File: src/rtl/drc_pkg.sv
package drc_pkg;
   localparam int          WORD_AW        = 14;
   localparam int          MUX_AW         = 7;
   localparam int          BUS_AW         = 19;
   localparam int          RANGE_W        = 5;
   localparam logic [4:0]  RAM_RANGE      = 5'h00;
   localparam real         CLK_MHZ        = 10.0;
   localparam real         DOC_CLK_MHZ    = 22.008;
   localparam real         REFRESH_US     = 15.6;
   localparam int          REFRESH_CYC    = int'($floor(REFRESH_US * CLK_MHZ));
   localparam int          TMR_W          = 12;
   localparam logic [11:0] REFRESH_TICKS  = 12'(REFRESH_CYC);
   localparam int          STEP_W         = 3;
   localparam logic [2:0]  RAS_CYC        = 3'h2;
   localparam logic [2:0]  CAS_CYC        = 3'h2;
   localparam logic [2:0]  RFSH_RAS_CYC   = 3'h3;
   localparam logic [2:0]  STEP_ONE       = 3'h1;

   typedef enum logic [3:0] {
      DRC_IDLE     = 4'b0000,
      DRC_ROW      = 4'b0001,
      DRC_SYS_ACK     = 4'b0010,
      DRC_RAS      = 4'b0011,
      DRC_COL      = 4'b0100,
      DRC_WE       = 4'b0101,
      DRC_CAS      = 4'b0110,
      DRC_XFER_ACK     = 4'b0111,
      DRC_RF_ADDR  = 4'b1000,
      DRC_RF_RAS   = 4'b1001
   } drc_state_e;

   typedef struct packed {
      logic       ras_n;
      logic       cas_n;
      logic       we_n;
   } drc_strobe_s;

   typedef struct packed {
      logic       sys_ack;
      logic       xfer_ack;
      logic       bus_ack_out;
      logic       rd_latch;
      logic       rd_drive;
   } drc_ack_s;
endpackage : drc_pkg

File: src/rtl/drc_controller.sv
// Operation
// - read: address first, ack then data
// - write: same order, master supplies data
// - act only in range with command
// - two flops synchronise read and write
// - low seven bits row, upper column
// - no request breaks running cycle
// - refresh requests generated internally
// - refresh restarts timer, advances row
// - sequencer drives ras, cas, we
// - make sys and xfer ack, mux select
// - read latch and drive controls
// - single controller clock for everything
// - access wins over simultaneous refresh
// - write step order ends in idle
// - read same order without we
// - refresh: counter address, ras only
`timescale 1ns/1ps
`default_nettype none
module drc_controller
   import drc_pkg::*;
(
   input  wire logic                i_clock,
   input  wire logic                i_reset_n,
   input  wire logic [BUS_AW-1:0]   i_bus_addr,
   input  wire logic                i_mem_read_cmd_n,
   input  wire logic                i_mem_write_cmd_n,
   output var  logic [MUX_AW-1:0]   o_dram_mux_addr,
   output var  drc_strobe_s         o_strobe,
   output var  drc_ack_s            o_ack,
   output var  logic                o_mux_col_sel
);

   // state group decodes
   function automatic logic f_in_access(input drc_state_e s);
      f_in_access = (s != DRC_IDLE) && (s != DRC_RF_ADDR) && (s != DRC_RF_RAS);
   endfunction : f_in_access

   function automatic logic f_col_phase(input drc_state_e s);
      f_col_phase = (s == DRC_COL) || (s == DRC_WE) || (s == DRC_CAS) || (s == DRC_XFER_ACK);
   endfunction : f_col_phase

   function automatic logic f_rf_phase(input drc_state_e s);
      f_rf_phase = (s == DRC_RF_ADDR) || (s == DRC_RF_RAS);
   endfunction : f_rf_phase

   function automatic logic f_timed(input drc_state_e s);
      f_timed = (s == DRC_RAS) || (s == DRC_CAS) || (s == DRC_RF_RAS);
   endfunction : f_timed

   function automatic logic f_cas_phase(input drc_state_e s);
      f_cas_phase = (s == DRC_CAS) || (s == DRC_XFER_ACK);
   endfunction : f_cas_phase

   function automatic logic [STEP_W-1:0] f_width(input drc_state_e s);
      case (s)
         DRC_RAS:    f_width = RAS_CYC;
         DRC_CAS:    f_width = CAS_CYC;
         DRC_RF_RAS: f_width = RFSH_RAS_CYC;
         default:    f_width = '0;
      endcase
   endfunction : f_width

   // two-stage request synchroniser, slot 0 read, slot 1 write
   wire  [1:0] cmd_n = {i_mem_write_cmd_n, i_mem_read_cmd_n};
   wire  [1:0] req_sync;

   genvar g;
   generate
      for (g = 0; g < $bits(cmd_n); g++) begin : g_sync
         logic meta_q;
         logic sync_q;

         always_ff @(posedge i_clock or negedge i_reset_n) begin
            if (!i_reset_n) begin
               meta_q <= 1'b0;
               sync_q <= 1'b0;
            end else begin
               meta_q <= ~cmd_n[g];
               sync_q <= meta_q;
            end
         end

         assign req_sync[g] = sync_q;
      end
   endgenerate

   wire rd_sync_q = req_sync[0];
   wire wr_sync_q = req_sync[1];

   // address decode and split
   wire             in_range  = (i_bus_addr[BUS_AW-1 -: RANGE_W] == RAM_RANGE);
   wire [WORD_AW-1:0] word_addr = i_bus_addr[WORD_AW-1:0];
   wire [MUX_AW-1:0] row_addr = word_addr[MUX_AW-1:0];
   wire [MUX_AW-1:0] col_addr = word_addr[WORD_AW-1:MUX_AW];
   wire             rd_req    = rd_sync_q & in_range;
   wire             wr_req    = wr_sync_q & in_range & ~rd_req;

   // refresh timer and row counter
   logic [TMR_W-1:0]  tmr_q;
   logic [MUX_AW-1:0] rf_row_q;
   logic              rf_pend_q;
   drc_state_e        state_q, state_d;
   logic [STEP_W-1:0] step_q;
   logic              is_write_q;
   logic              served_q;

   wire tmr_done   = (tmr_q == REFRESH_TICKS);
   wire rf_start   = (state_q == DRC_RF_ADDR);
   wire idle       = (state_q == DRC_IDLE);
   wire access_go  = idle & (rd_req | wr_req) & ~served_q;
   wire refresh_go = idle & ~access_go & (rf_pend_q | tmr_done);
   wire step_done  = (step_q == STEP_ONE);
   // refresh row moves on only once the row strobe is over
   wire rf_end     = (state_q == DRC_RF_RAS) & step_done;

   // interval timer, restarted by each refresh
   always_ff @(posedge i_clock or negedge i_reset_n) begin
      if (!i_reset_n) begin
         tmr_q <= '0;
      end else begin
         tmr_q <= (rf_start | tmr_done) ? '0 : tmr_q + 1'b1;
      end
   end

   // refresh row counter
   always_ff @(posedge i_clock or negedge i_reset_n) begin
      if (!i_reset_n) begin
         rf_row_q <= '0;
      end else begin
         rf_row_q <= rf_end ? rf_row_q + 1'b1 : rf_row_q;
      end
   end

   // pending refresh, set wins over clear
   always_ff @(posedge i_clock or negedge i_reset_n) begin
      if (!i_reset_n) begin
         rf_pend_q <= 1'b0;
      end else begin
         rf_pend_q <= tmr_done | (rf_pend_q & ~rf_start);
      end
   end

   // cycle sequencer; only idle looks at new requests
   always_comb begin
      state_d = state_q;
      unique case (state_q)
         DRC_IDLE: begin
            if (access_go) begin
               state_d = DRC_ROW;
            end else if (refresh_go) begin
               state_d = DRC_RF_ADDR;
            end
         end
         DRC_ROW: begin
            state_d = DRC_SYS_ACK;
         end
         DRC_SYS_ACK: begin
            state_d = DRC_RAS;
         end
         DRC_RAS: begin
            if (step_done) begin
               state_d = DRC_COL;
            end
         end
         DRC_COL: begin
            state_d = is_write_q ? DRC_WE : DRC_CAS;
         end
         DRC_WE: begin
            state_d = DRC_CAS;
         end
         DRC_CAS: begin
            if (step_done) begin
               state_d = DRC_XFER_ACK;
            end
         end
         DRC_XFER_ACK: begin
            state_d = DRC_IDLE;
         end
         DRC_RF_ADDR: begin
            state_d = DRC_RF_RAS;
         end
         DRC_RF_RAS: begin
            if (step_done) begin
               state_d = DRC_IDLE;
            end
         end
         default: begin
            state_d = DRC_IDLE;
         end
      endcase
   end

   // width counter for strobe phases
   wire              step_entry = f_timed(state_d) & (state_d != state_q);
   wire [STEP_W-1:0] step_load  = step_entry ? f_width(state_d) : '0;
   wire              step_run   = f_timed(state_q);

   // state register
   always_ff @(posedge i_clock or negedge i_reset_n) begin
      if (!i_reset_n) begin
         state_q <= DRC_IDLE;
      end else begin
         state_q <= state_d;
      end
   end

   // strobe width counter
   always_ff @(posedge i_clock or negedge i_reset_n) begin
      if (!i_reset_n) begin
         step_q <= '0;
      end else begin
         step_q <= (step_load != '0) ? step_load : (step_run ? step_q - STEP_ONE : step_q);
      end
   end

   // direction of the granted access
   wire is_write_d = access_go ? wr_req : is_write_q;

   always_ff @(posedge i_clock or negedge i_reset_n) begin
      if (!i_reset_n) begin
         is_write_q <= 1'b0;
      end else begin
         is_write_q <= is_write_d;
      end
   end

   // command already answered, held until released
   always_ff @(posedge i_clock or negedge i_reset_n) begin
      if (!i_reset_n) begin
         served_q <= 1'b0;
      end else begin
         served_q <= access_go | (served_q & (rd_sync_q | wr_sync_q));
      end
   end

   // outputs derived from next state, registered
   wire in_access  = f_in_access(state_d);
   wire col_phase  = f_col_phase(state_d);
   wire rf_phase   = f_rf_phase(state_d);
   wire ras_on     = (in_access & (state_d != DRC_ROW) & (state_d != DRC_SYS_ACK)) | (state_d == DRC_RF_RAS);
   wire cas_on     = f_cas_phase(state_d);
   wire we_on      = is_write_d & ((state_d == DRC_WE) | cas_on);
   wire sys_ack_on    = in_access & (state_d != DRC_ROW);
   wire xfer_ack_on    = (state_d == DRC_XFER_ACK);
   wire rd_pulse   = xfer_ack_on & ~is_write_d;
   wire [MUX_AW-1:0] addr_d = rf_phase ? rf_row_q : (col_phase ? col_addr : row_addr);

   // address lines and multiplexer select
   always_ff @(posedge i_clock or negedge i_reset_n) begin
      if (!i_reset_n) begin
         o_dram_mux_addr <= '0;
         o_mux_col_sel   <= 1'b0;
      end else begin
         o_dram_mux_addr <= addr_d;
         o_mux_col_sel   <= col_phase;
      end
   end

   // memory strobes
   always_ff @(posedge i_clock or negedge i_reset_n) begin
      if (!i_reset_n) begin
         o_strobe <= '{ras_n: 1'b1, cas_n: 1'b1, we_n: 1'b1};
      end else begin
         o_strobe.ras_n <= ~ras_on;
         o_strobe.cas_n <= ~cas_on;
         o_strobe.we_n  <= ~we_on;
      end
   end

   // acknowledges and read data controls
   always_ff @(posedge i_clock or negedge i_reset_n) begin
      if (!i_reset_n) begin
         o_ack <= '0;
      end else begin
         o_ack.sys_ack     <= sys_ack_on;
         o_ack.xfer_ack    <= xfer_ack_on;
         o_ack.bus_ack_out <= sys_ack_on;
         o_ack.rd_latch    <= rd_pulse;
         o_ack.rd_drive    <= rd_pulse;
      end
   end

endmodule : drc_controller
`default_nettype wire

File: config.mk
export PLATFORM = sky130hd
export DESIGN_NAME = drc_controller
export DESIGN_NICKNAME = d
export VERILOG_FILES = /design/src/rtl/drc_pkg.sv /design/src/rtl/drc_controller.sv
export SDC_FILE = /design/constraint.sdc
export NUM_CORES = 1
export LEC_CHECK = 0
export BUFFER_PORTS_ARGS = -buffer_cell sky130_fd_sc_hd__buf_2
export CORE_ASPECT_RATIO = 2
export CORE_MARGIN = 3
export CORE_UTILIZATION = 55
export CTS_CLUSTER_DIAMETER = 120
export CTS_CLUSTER_SIZE = 20
export DETAILED_ROUTE_END_ITERATION = 16
export PLACE_DENSITY = 0.87
export REMOVE_ABC_BUFFERS = 1
export SLEW_MARGIN = 25
export SYNTH_ARGS = -nofsm -noshare
export SYNTH_HDL_FRONTEND = slang
export SYNTH_SLANG_ARGS = --single-unit
File: constraint.sdc
create_clock -name i_clock -period 2.58 [get_ports i_clock]
set_input_delay 0.516 -clock i_clock [delete_from_list [all_inputs] [get_ports i_clock]]
set_output_delay 0.516 -clock i_clock [all_outputs]
set_load 0.005 [all_outputs]
==> flow_metrics.py, run 1 <==
metrics = {
    "status": {
        "status": "completed",
    },
    "critical_path": {
        "worstSetupStartpoint": "step_q[1]$_DFFE_PN0P_",
        "crit_path_end_kind": "flip-flop",
        "arrival_ns": 2.50,
        "crit_slowest_cell": "dfrtp_1",
        "required_ns": 2.77,
        "cp.buffers_inverters": 1,
        "r2r-start": "step_q[1]$_DFFE_PN0P_",
        "worstPathMaxFanout": 5,
        "crit_type": "reg2reg",
        "r2r_end": "step_q[1]$_DFFE_PN0P_",
        "crit_chain": "inv_1, ha_1, nand2b_1, a211o_1, and4_4, and3_1, o221a_2, or3_1",
        "cpPeakStageDelay_ns": 0.39,
        "ff2ff_setup_slack_ns": 0.28,
        "reg2regPathDepth": 8,
        "path_delay_family": "simple AND/OR/NAND/NOR gates",
        "crit_path_start_kind": "flip-flop",
    },
    "final_layout": {
        "fin_util_pct": 67.3,
        "final_cells": 318,
        "nets": 294,
        "layout-drive-gt1-share_pct": 24.0,
        "diodes": 0,
        "syn_to_final_growth_pct": 16.5,
        "design_area_um2": 2610,
    },
    "global_route": {
        "antenna_found_initial": 0,
        "grt_start_max_net_pins": 48,
        "grtUsageTotal_pct": 23.1,
        "grt_pass1_vias": 1869,
        "gr-total-overflow": 0,
        "grt_pass1_wl_mm": 8.26,
    },
    "sta": {
        "timing.final.hold_violations": 0,
        "slew_headroom_pct": 46.8,
        "clock-skew-final_ns": 0.00951,
        "setup_viol_count_final": 0,
        "worst_slew_pin_slew_ns": 0.792,
        "max_freq_ghz": 0.434,
        "slew_viol_final": 0,
        "setup_ws_ns": 0.277,
        "period_share_pct": 89.3,
        "rsz0062_at_grt": "false",
        "period_needed_ns": 2.30,
        "tns_ns": 0,
    },
    "floorplanning": {
        "dieArea_um2": 4930,
        "core_area_um2": 3880,
        "rows": 32,
        "io_pins": 39,
        "die_y_um": 96.3,
        "die_w_um": 51.2,
        "floorplan.initialDensity_pct": 57.8,
    },
    "synthesis": {
        "ys_top_cells_by_area": "dfrtp_1 (49%), nand2_1 (4.7%), xor2_1 (3.9%)",
        "synth_most_common_cell": "dfrtp_1",
        "synth_edf_count": 0,
        "synth_ff_type": "dfrtp_1",
        "synth_cell_type_count": 43,
        "async_reset_ff_share_pct": 100,
        "yosys_warnings": 0,
        "yosys.area.top_type": "dfrtp_1",
        "synthesis.area_um2": 2240,
        "synth_top_area_share_pct": 49.1,
        "syn_inst": 225,
        "yosysSeqAreaShare_pct": 52.6,
        "syn_avg_cell_area_um2": 9.97,
        "synth.ff_latch_count": 47,
        "ys_top_cells_by_count": "dfrtp_1 (44), nand2_1 (28), nor2_1 (23)",
    },
    "clocking": {
        "clk_pin_slew_worst_paths_ns": 0.09,
        "hold_buffers": 0,
        "worstSkewPairLatency_ns": 0.31,
        "cts_setup_buffers": 0,
        "cts_tree": "yes",
        "cts_root_buf": "clkbuf_8",
        "clockBufferDepth": 2,
        "cts_sinks": 47,
        "cts_resized": 0,
        "cts.htree.levels": 2,
        "cts-buffers-inserted": 5,
    },
    "routing": {
        "wire_per_inst_um": 15.5,
        "ant_nets": 0,
        "firstDrtPassIters": 4,
        "drt-initial-drc-count": 44,
        "vias": 1809,
        "drc": 0,
        "vias_per_cell": 5.69,
        "wirelength_mm": 4.94,
    },
    "placement": {
        "dp_hpwl_mm": 3.70,
        "pre_cts_slack_ns": 0.272,
        "portBuffers": 38,
        "placedCellCount": 310,
        "gp_congestion": 0.958,
        "place_area_um2": 2490,
    },
    "job": {
        "drv_cap": 0,
    },
    "power_and_ir_drop": {
        "irDropWorstVdd_uv": 766,
        "pwr_density_cell_nw_per_um2": 886,
        "leakagePower_nw": 1.25,
    },
    "hold_path": {
        "min_path_type": "in2async",
    },
}
==> worst max path at each step <==
stage / to / slack [ns] / cells after the start
after global placement: step_q[1]$_DFFE_PN0P_ / 0.34 / 6
after detailed placement: step_q[1]$_DFFE_PN0P_ / 0.27 / 7
after global routing: step_q[1]$_DFFE_PN0P_ / 0.10 / 8
after CTS: step_q[1]$_DFFE_PN0P_ / 0.28 / 8
after floorplan: step_q[1]$_DFFE_PN0P_ / -0.06 / 6
final: step_q[1]$_DFFE_PN0P_ / 0.28 / 8
==> logic make-up (layout without fill, tap and decap cells) <==
kind of cell	Yosys count	count (layout)	share of synthesized area, %
adder cells (fa/ha/maj)	5	5	2.79
multiplexers	1	1	0.502
AND/OR/NAND/NOR	98	98	21.5
flip-flops	47	47	52.6
AO/OA/AOI/OAI	36	36	11.4
XOR/XNOR	18	18	7.03
buffers and inverters	20	62	4.24
==> metrics by stage <==
stage,hold WS [ns],total power [W]
3_5_place_dp,0.335,0.00175
5_1_grt,0.318,0.00247
6_report,0.274,0.00231
2_1_floorplan,0.220,0.00144
3_3_place_gp,0.335,0.00172
4_1_cts,0.293,0.00232
==> layout make-up <==
type	instances	area, µm²
Clock buffer	6	82.6
Clock inverter	2	38.8
Fill cell	324	1270
Inverter	8	30.0
Multi-Input combinational cell	158	968
Sequential cell	47	1180
Tap cell	51	63.8
Timing Repair Buffer	46	250
==> worst register-to-register path: cells and delay by family, from the launching register on <==
family | cells | cell delay, ns
AO/OA/AOI/OAI | 2 | 0.63
adder cells (fa/ha/maj) | 1 | 0.19
buffers and inverters | 1 | 0.13
flip-flops | 1 | 0.39
AND/OR/NAND/NOR | 4 | 0.85
==> sequential cells by signal, indices dropped and copies added (netlist names) <==
signal	cells
tmr_q	12
o_dram_mux_addr	7
rf_row_q	7
state_q	4
o_ack	3
o_strobe	3
step_q	3
g_sync.meta_q	2
g_sync.sync_q	2
is_write_q	1
o_mux_col_sel	1
rf_pend_q	1
served_q	1
==> routing by layer <==
metal	global-route usage [%]	vias up	wire length [µm]
li1	-	864	-
met1	23.7	859	1780
met2	39.8	64	2690
met3	4.81	22	210
met4	17.8	0	263
met5	0	-	0
==> report_power, final <==
part / internal, W / switching, W / total [W]
clock: 0.000319 / 0.000247 / 0.000566
combinational: 0.000358 / 0.000461 / 0.000819
sequential: 0.000864 / 0.0000662 / 0.000930
==> layout by cell type (no fill, tap or decap), types with 3 or more instances in the layout <==
cell | Yosys | layout
xor2_1 | 10 | 10
buf_4 | 2 | 8
inv_1 | 8 | 8
nor2_1 | 23 | 23
nand4_1 | 4 | 4
nand3_1 | 11 | 11
nand2_1 | 28 | 28
a22oi_1 | 8 | 8
and3_1 | 6 | 6
a21oi_1 | 9 | 9
ha_1 | 5 | 5
a211oi_1 | 4 | 4
buf_2 | 4 | 38
a21o_1 | 3 | 3
dfstp_2 | 3 | 3
xnor2_1 | 8 | 8
nor3_1 | 8 | 8
clkbuf_8 | 0 | 6
dfrtp_1 | 44 | 44
(Power assumes the default switching activity.)
==> run 2: changes to the inputs <==
- RECOVER_POWER: unset -> 50
==> run 2 against run 1 <==
Sequential share of layout area rose by 0.13 points. Largest cell class unchanged. Non-clock buffer count did not move. Final cell count did not move. Wire length rose by 0.20%. Critical path type unchanged.
==> flow_metrics.py, run 2 (synthesized netlist as in run 1, its figures left out) <==
metrics = {
    "hold_path": {
        "min_path_type": "in2reg",
    },
    "placement": {
        "placedCellCount": 310,
        "pre_cts_slack_ns": 0.272,
        "gp_congestion": 0.958,
        "dp_hpwl_mm": 3.70,
        "portBuffers": 38,
    },
    "routing": {
        "m1WireLength_mm": 1.79,
        "vias_per_cell": 5.69,
        "vias": 1809,
        "ant_nets": 0,
        "drc": 0,
        "wl_met2_mm": 2.69,
        "wirelength_mm": 4.95,
        "wire_per_inst_um": 15.6,
        "wl_met3_um": 207,
        "drt-initial-drc-count": 37,
        "dr.max_layer_used": "met4",
        "firstDrtPassIters": 4,
    },
    "sta": {
        "clock-skew-final_ns": 0.00951,
        "slew_headroom_pct": 26.1,
        "timing.final.hold_violations": 0,
        "period_share_pct": 89.3,
        "worst_slew_pin_slew_ns": 1.11,
        "setup_viol_count_final": 0,
        "slew_viol_final": 0,
        "max_freq_ghz": 0.434,
        "rsz0062_at_grt": "false",
        "setup_ws_ns": 0.276,
        "period_needed_ns": 2.30,
    },
    "final_layout": {
        "top_register": "tmr_q",
        "largest_reg_flops": 12,
        "layout-drive-gt1-share_pct": 22.5,
        "diodes": 0,
        "mostFrequentLayoutCells": "dfrtp_1 (44), buf_2 (34), nand2_1 (28)",
        "final_common_cell": "dfrtp_1",
        "largestRegisters": "tmr_q: 12 flops, o_dram_mux_addr: 7 flops, rf_row_q: 7 flops",
        "syn_to_final_growth_pct": 16.2,
        "final_cells": 318,
        "nets": 294,
    },
    "critical_path": {
        "required_ns": 2.77,
        "worstPathMaxFanout": 5,
        "crit_path_end_kind": "flip-flop",
        "crit_type": "reg2reg",
        "arrival_ns": 2.50,
        "crit_path_start_kind": "flip-flop",
    },
    "clocking": {
        "cts_tree": "yes",
        "cts.htree.levels": 2,
        "cts-buffers-inserted": 5,
        "cts_root_buf": "clkbuf_8",
        "cts_resized": 0,
        "cts_sinks": 47,
        "worstSkewPairLatency_ns": 0.31,
        "clk_pin_slew_worst_paths_ns": 0.09,
        "hold_buffers": 0,
        "clockBufferDepth": 2,
        "cts_setup_buffers": 0,
    },
    "floorplanning": {
        "dieArea_um2": 4930,
        "die_y_um": 96.3,
        "floorplan.initialDensity_pct": 57.8,
        "io_pins": 39,
        "core_area_um2": 3880,
        "rows": 32,
        "die_w_um": 51.2,
    },
    "power_and_ir_drop": {
        "leakagePower_nw": 1.24,
        "pwr_density_cell_nw_per_um2": 887,
        "irDropWorstVdd_uv": 766,
    },
    "global_route": {
        "grtUsageTotal_pct": 23.1,
        "gr-total-overflow": 0,
        "grt_pass1_vias": 1869,
        "grt_start_max_net_pins": 48,
        "antenna_found_initial": 0,
        "grt_pass1_wl_mm": 8.26,
    },
    "job": {
        "drv_cap": 0,
    },
    "status": {
        "status": "completed",
    },
}
-- run 2: changes by cell type in the layout (fill, tap and decap cells not counted), sizes merged --
cell and change:
clkbuf +5, buf -5
-- run 2: path summary, 6_finish.rpt --
| path | start | to | slack (ns) | cells past startpoint |
|---|---|---|---|---|
| worst max-delay path | step_q[1]$_DFFE_PN0P_ | step_q[1]$_DFFE_PN0P_ | 0.28 | 8 |
| worst min-delay path | i_mem_write_cmd_n | g_sync[1].meta_q$_DFF_PN0_ | 0.34 | 2 |
| worst max register to register | step_q[1]$_DFFE_PN0P_ | step_q[1]$_DFFE_PN0P_ | 0.28 | 8 |
| worst min register to register | g_sync[0].meta_q$_DFF_PN0_ | g_sync[0].sync_q$_DFF_PN0_ | 0.35 | 0 |
| max in group asynchronous | i_reset_n | o_dram_mux_addr[1]$_DFF_PN0_ | 1.41 | 2 |
| min in group asynchronous | i_reset_n | tmr_q[8]$_DFF_PN0_ | 0.49 | 2 |
-- run 2: critical path, cell delays in order, from the launching register on --
cell      delay, ns
dfrtp_1        0.39
inv_1          0.13
ha_1           0.19
nand2b_1       0.17
a211o_1        0.34
and4_4         0.20
and3_1         0.14
o221a_2        0.29
or3_1          0.34
-- run 2: where the power goes --
part | internal (W) | switching (W)
registers | 0.000864 | 0.0000671
logic | 0.000352 | 0.000462
clock network | 0.000319 | 0.000247
total | 0.00153 | 0.000776
-- run 2: area by class of cell --
cell class                      count  area [µm²]
Clock buffer                        6        82.6
Clock inverter                      2        38.8
Fill cell                         325        1280
Inverter                            8        30.0
Multi-Input combinational cell    158         968
Sequential cell                    47        1180
Tap cell                           51        63.8
Timing Repair Buffer               46         243
-- run 2: metrics by stage --
step	instance area [µm²]	util, %	TNS (ns)	hold slack [ns]	total power (W)
final	2610	67.1	0	0.341	0.00231
after CTS	2610	67.3	0	0.293	0.00232
after floorplan	2180	-	-0.0599	0.220	0.00144
after global placement	2490	64.2	0	0.335	0.00172
after global routing	2610	67.1	0	0.331	0.00247
after detailed placement	2490	64.2	0	0.335	0.00175
-- run 2: layer usage --
layer	GRT usage, %	up-vias
met1	23.7	859
met3	4.81	22
li1	-	864
met2	39.8	64
met5	0	-
met4	17.8	0
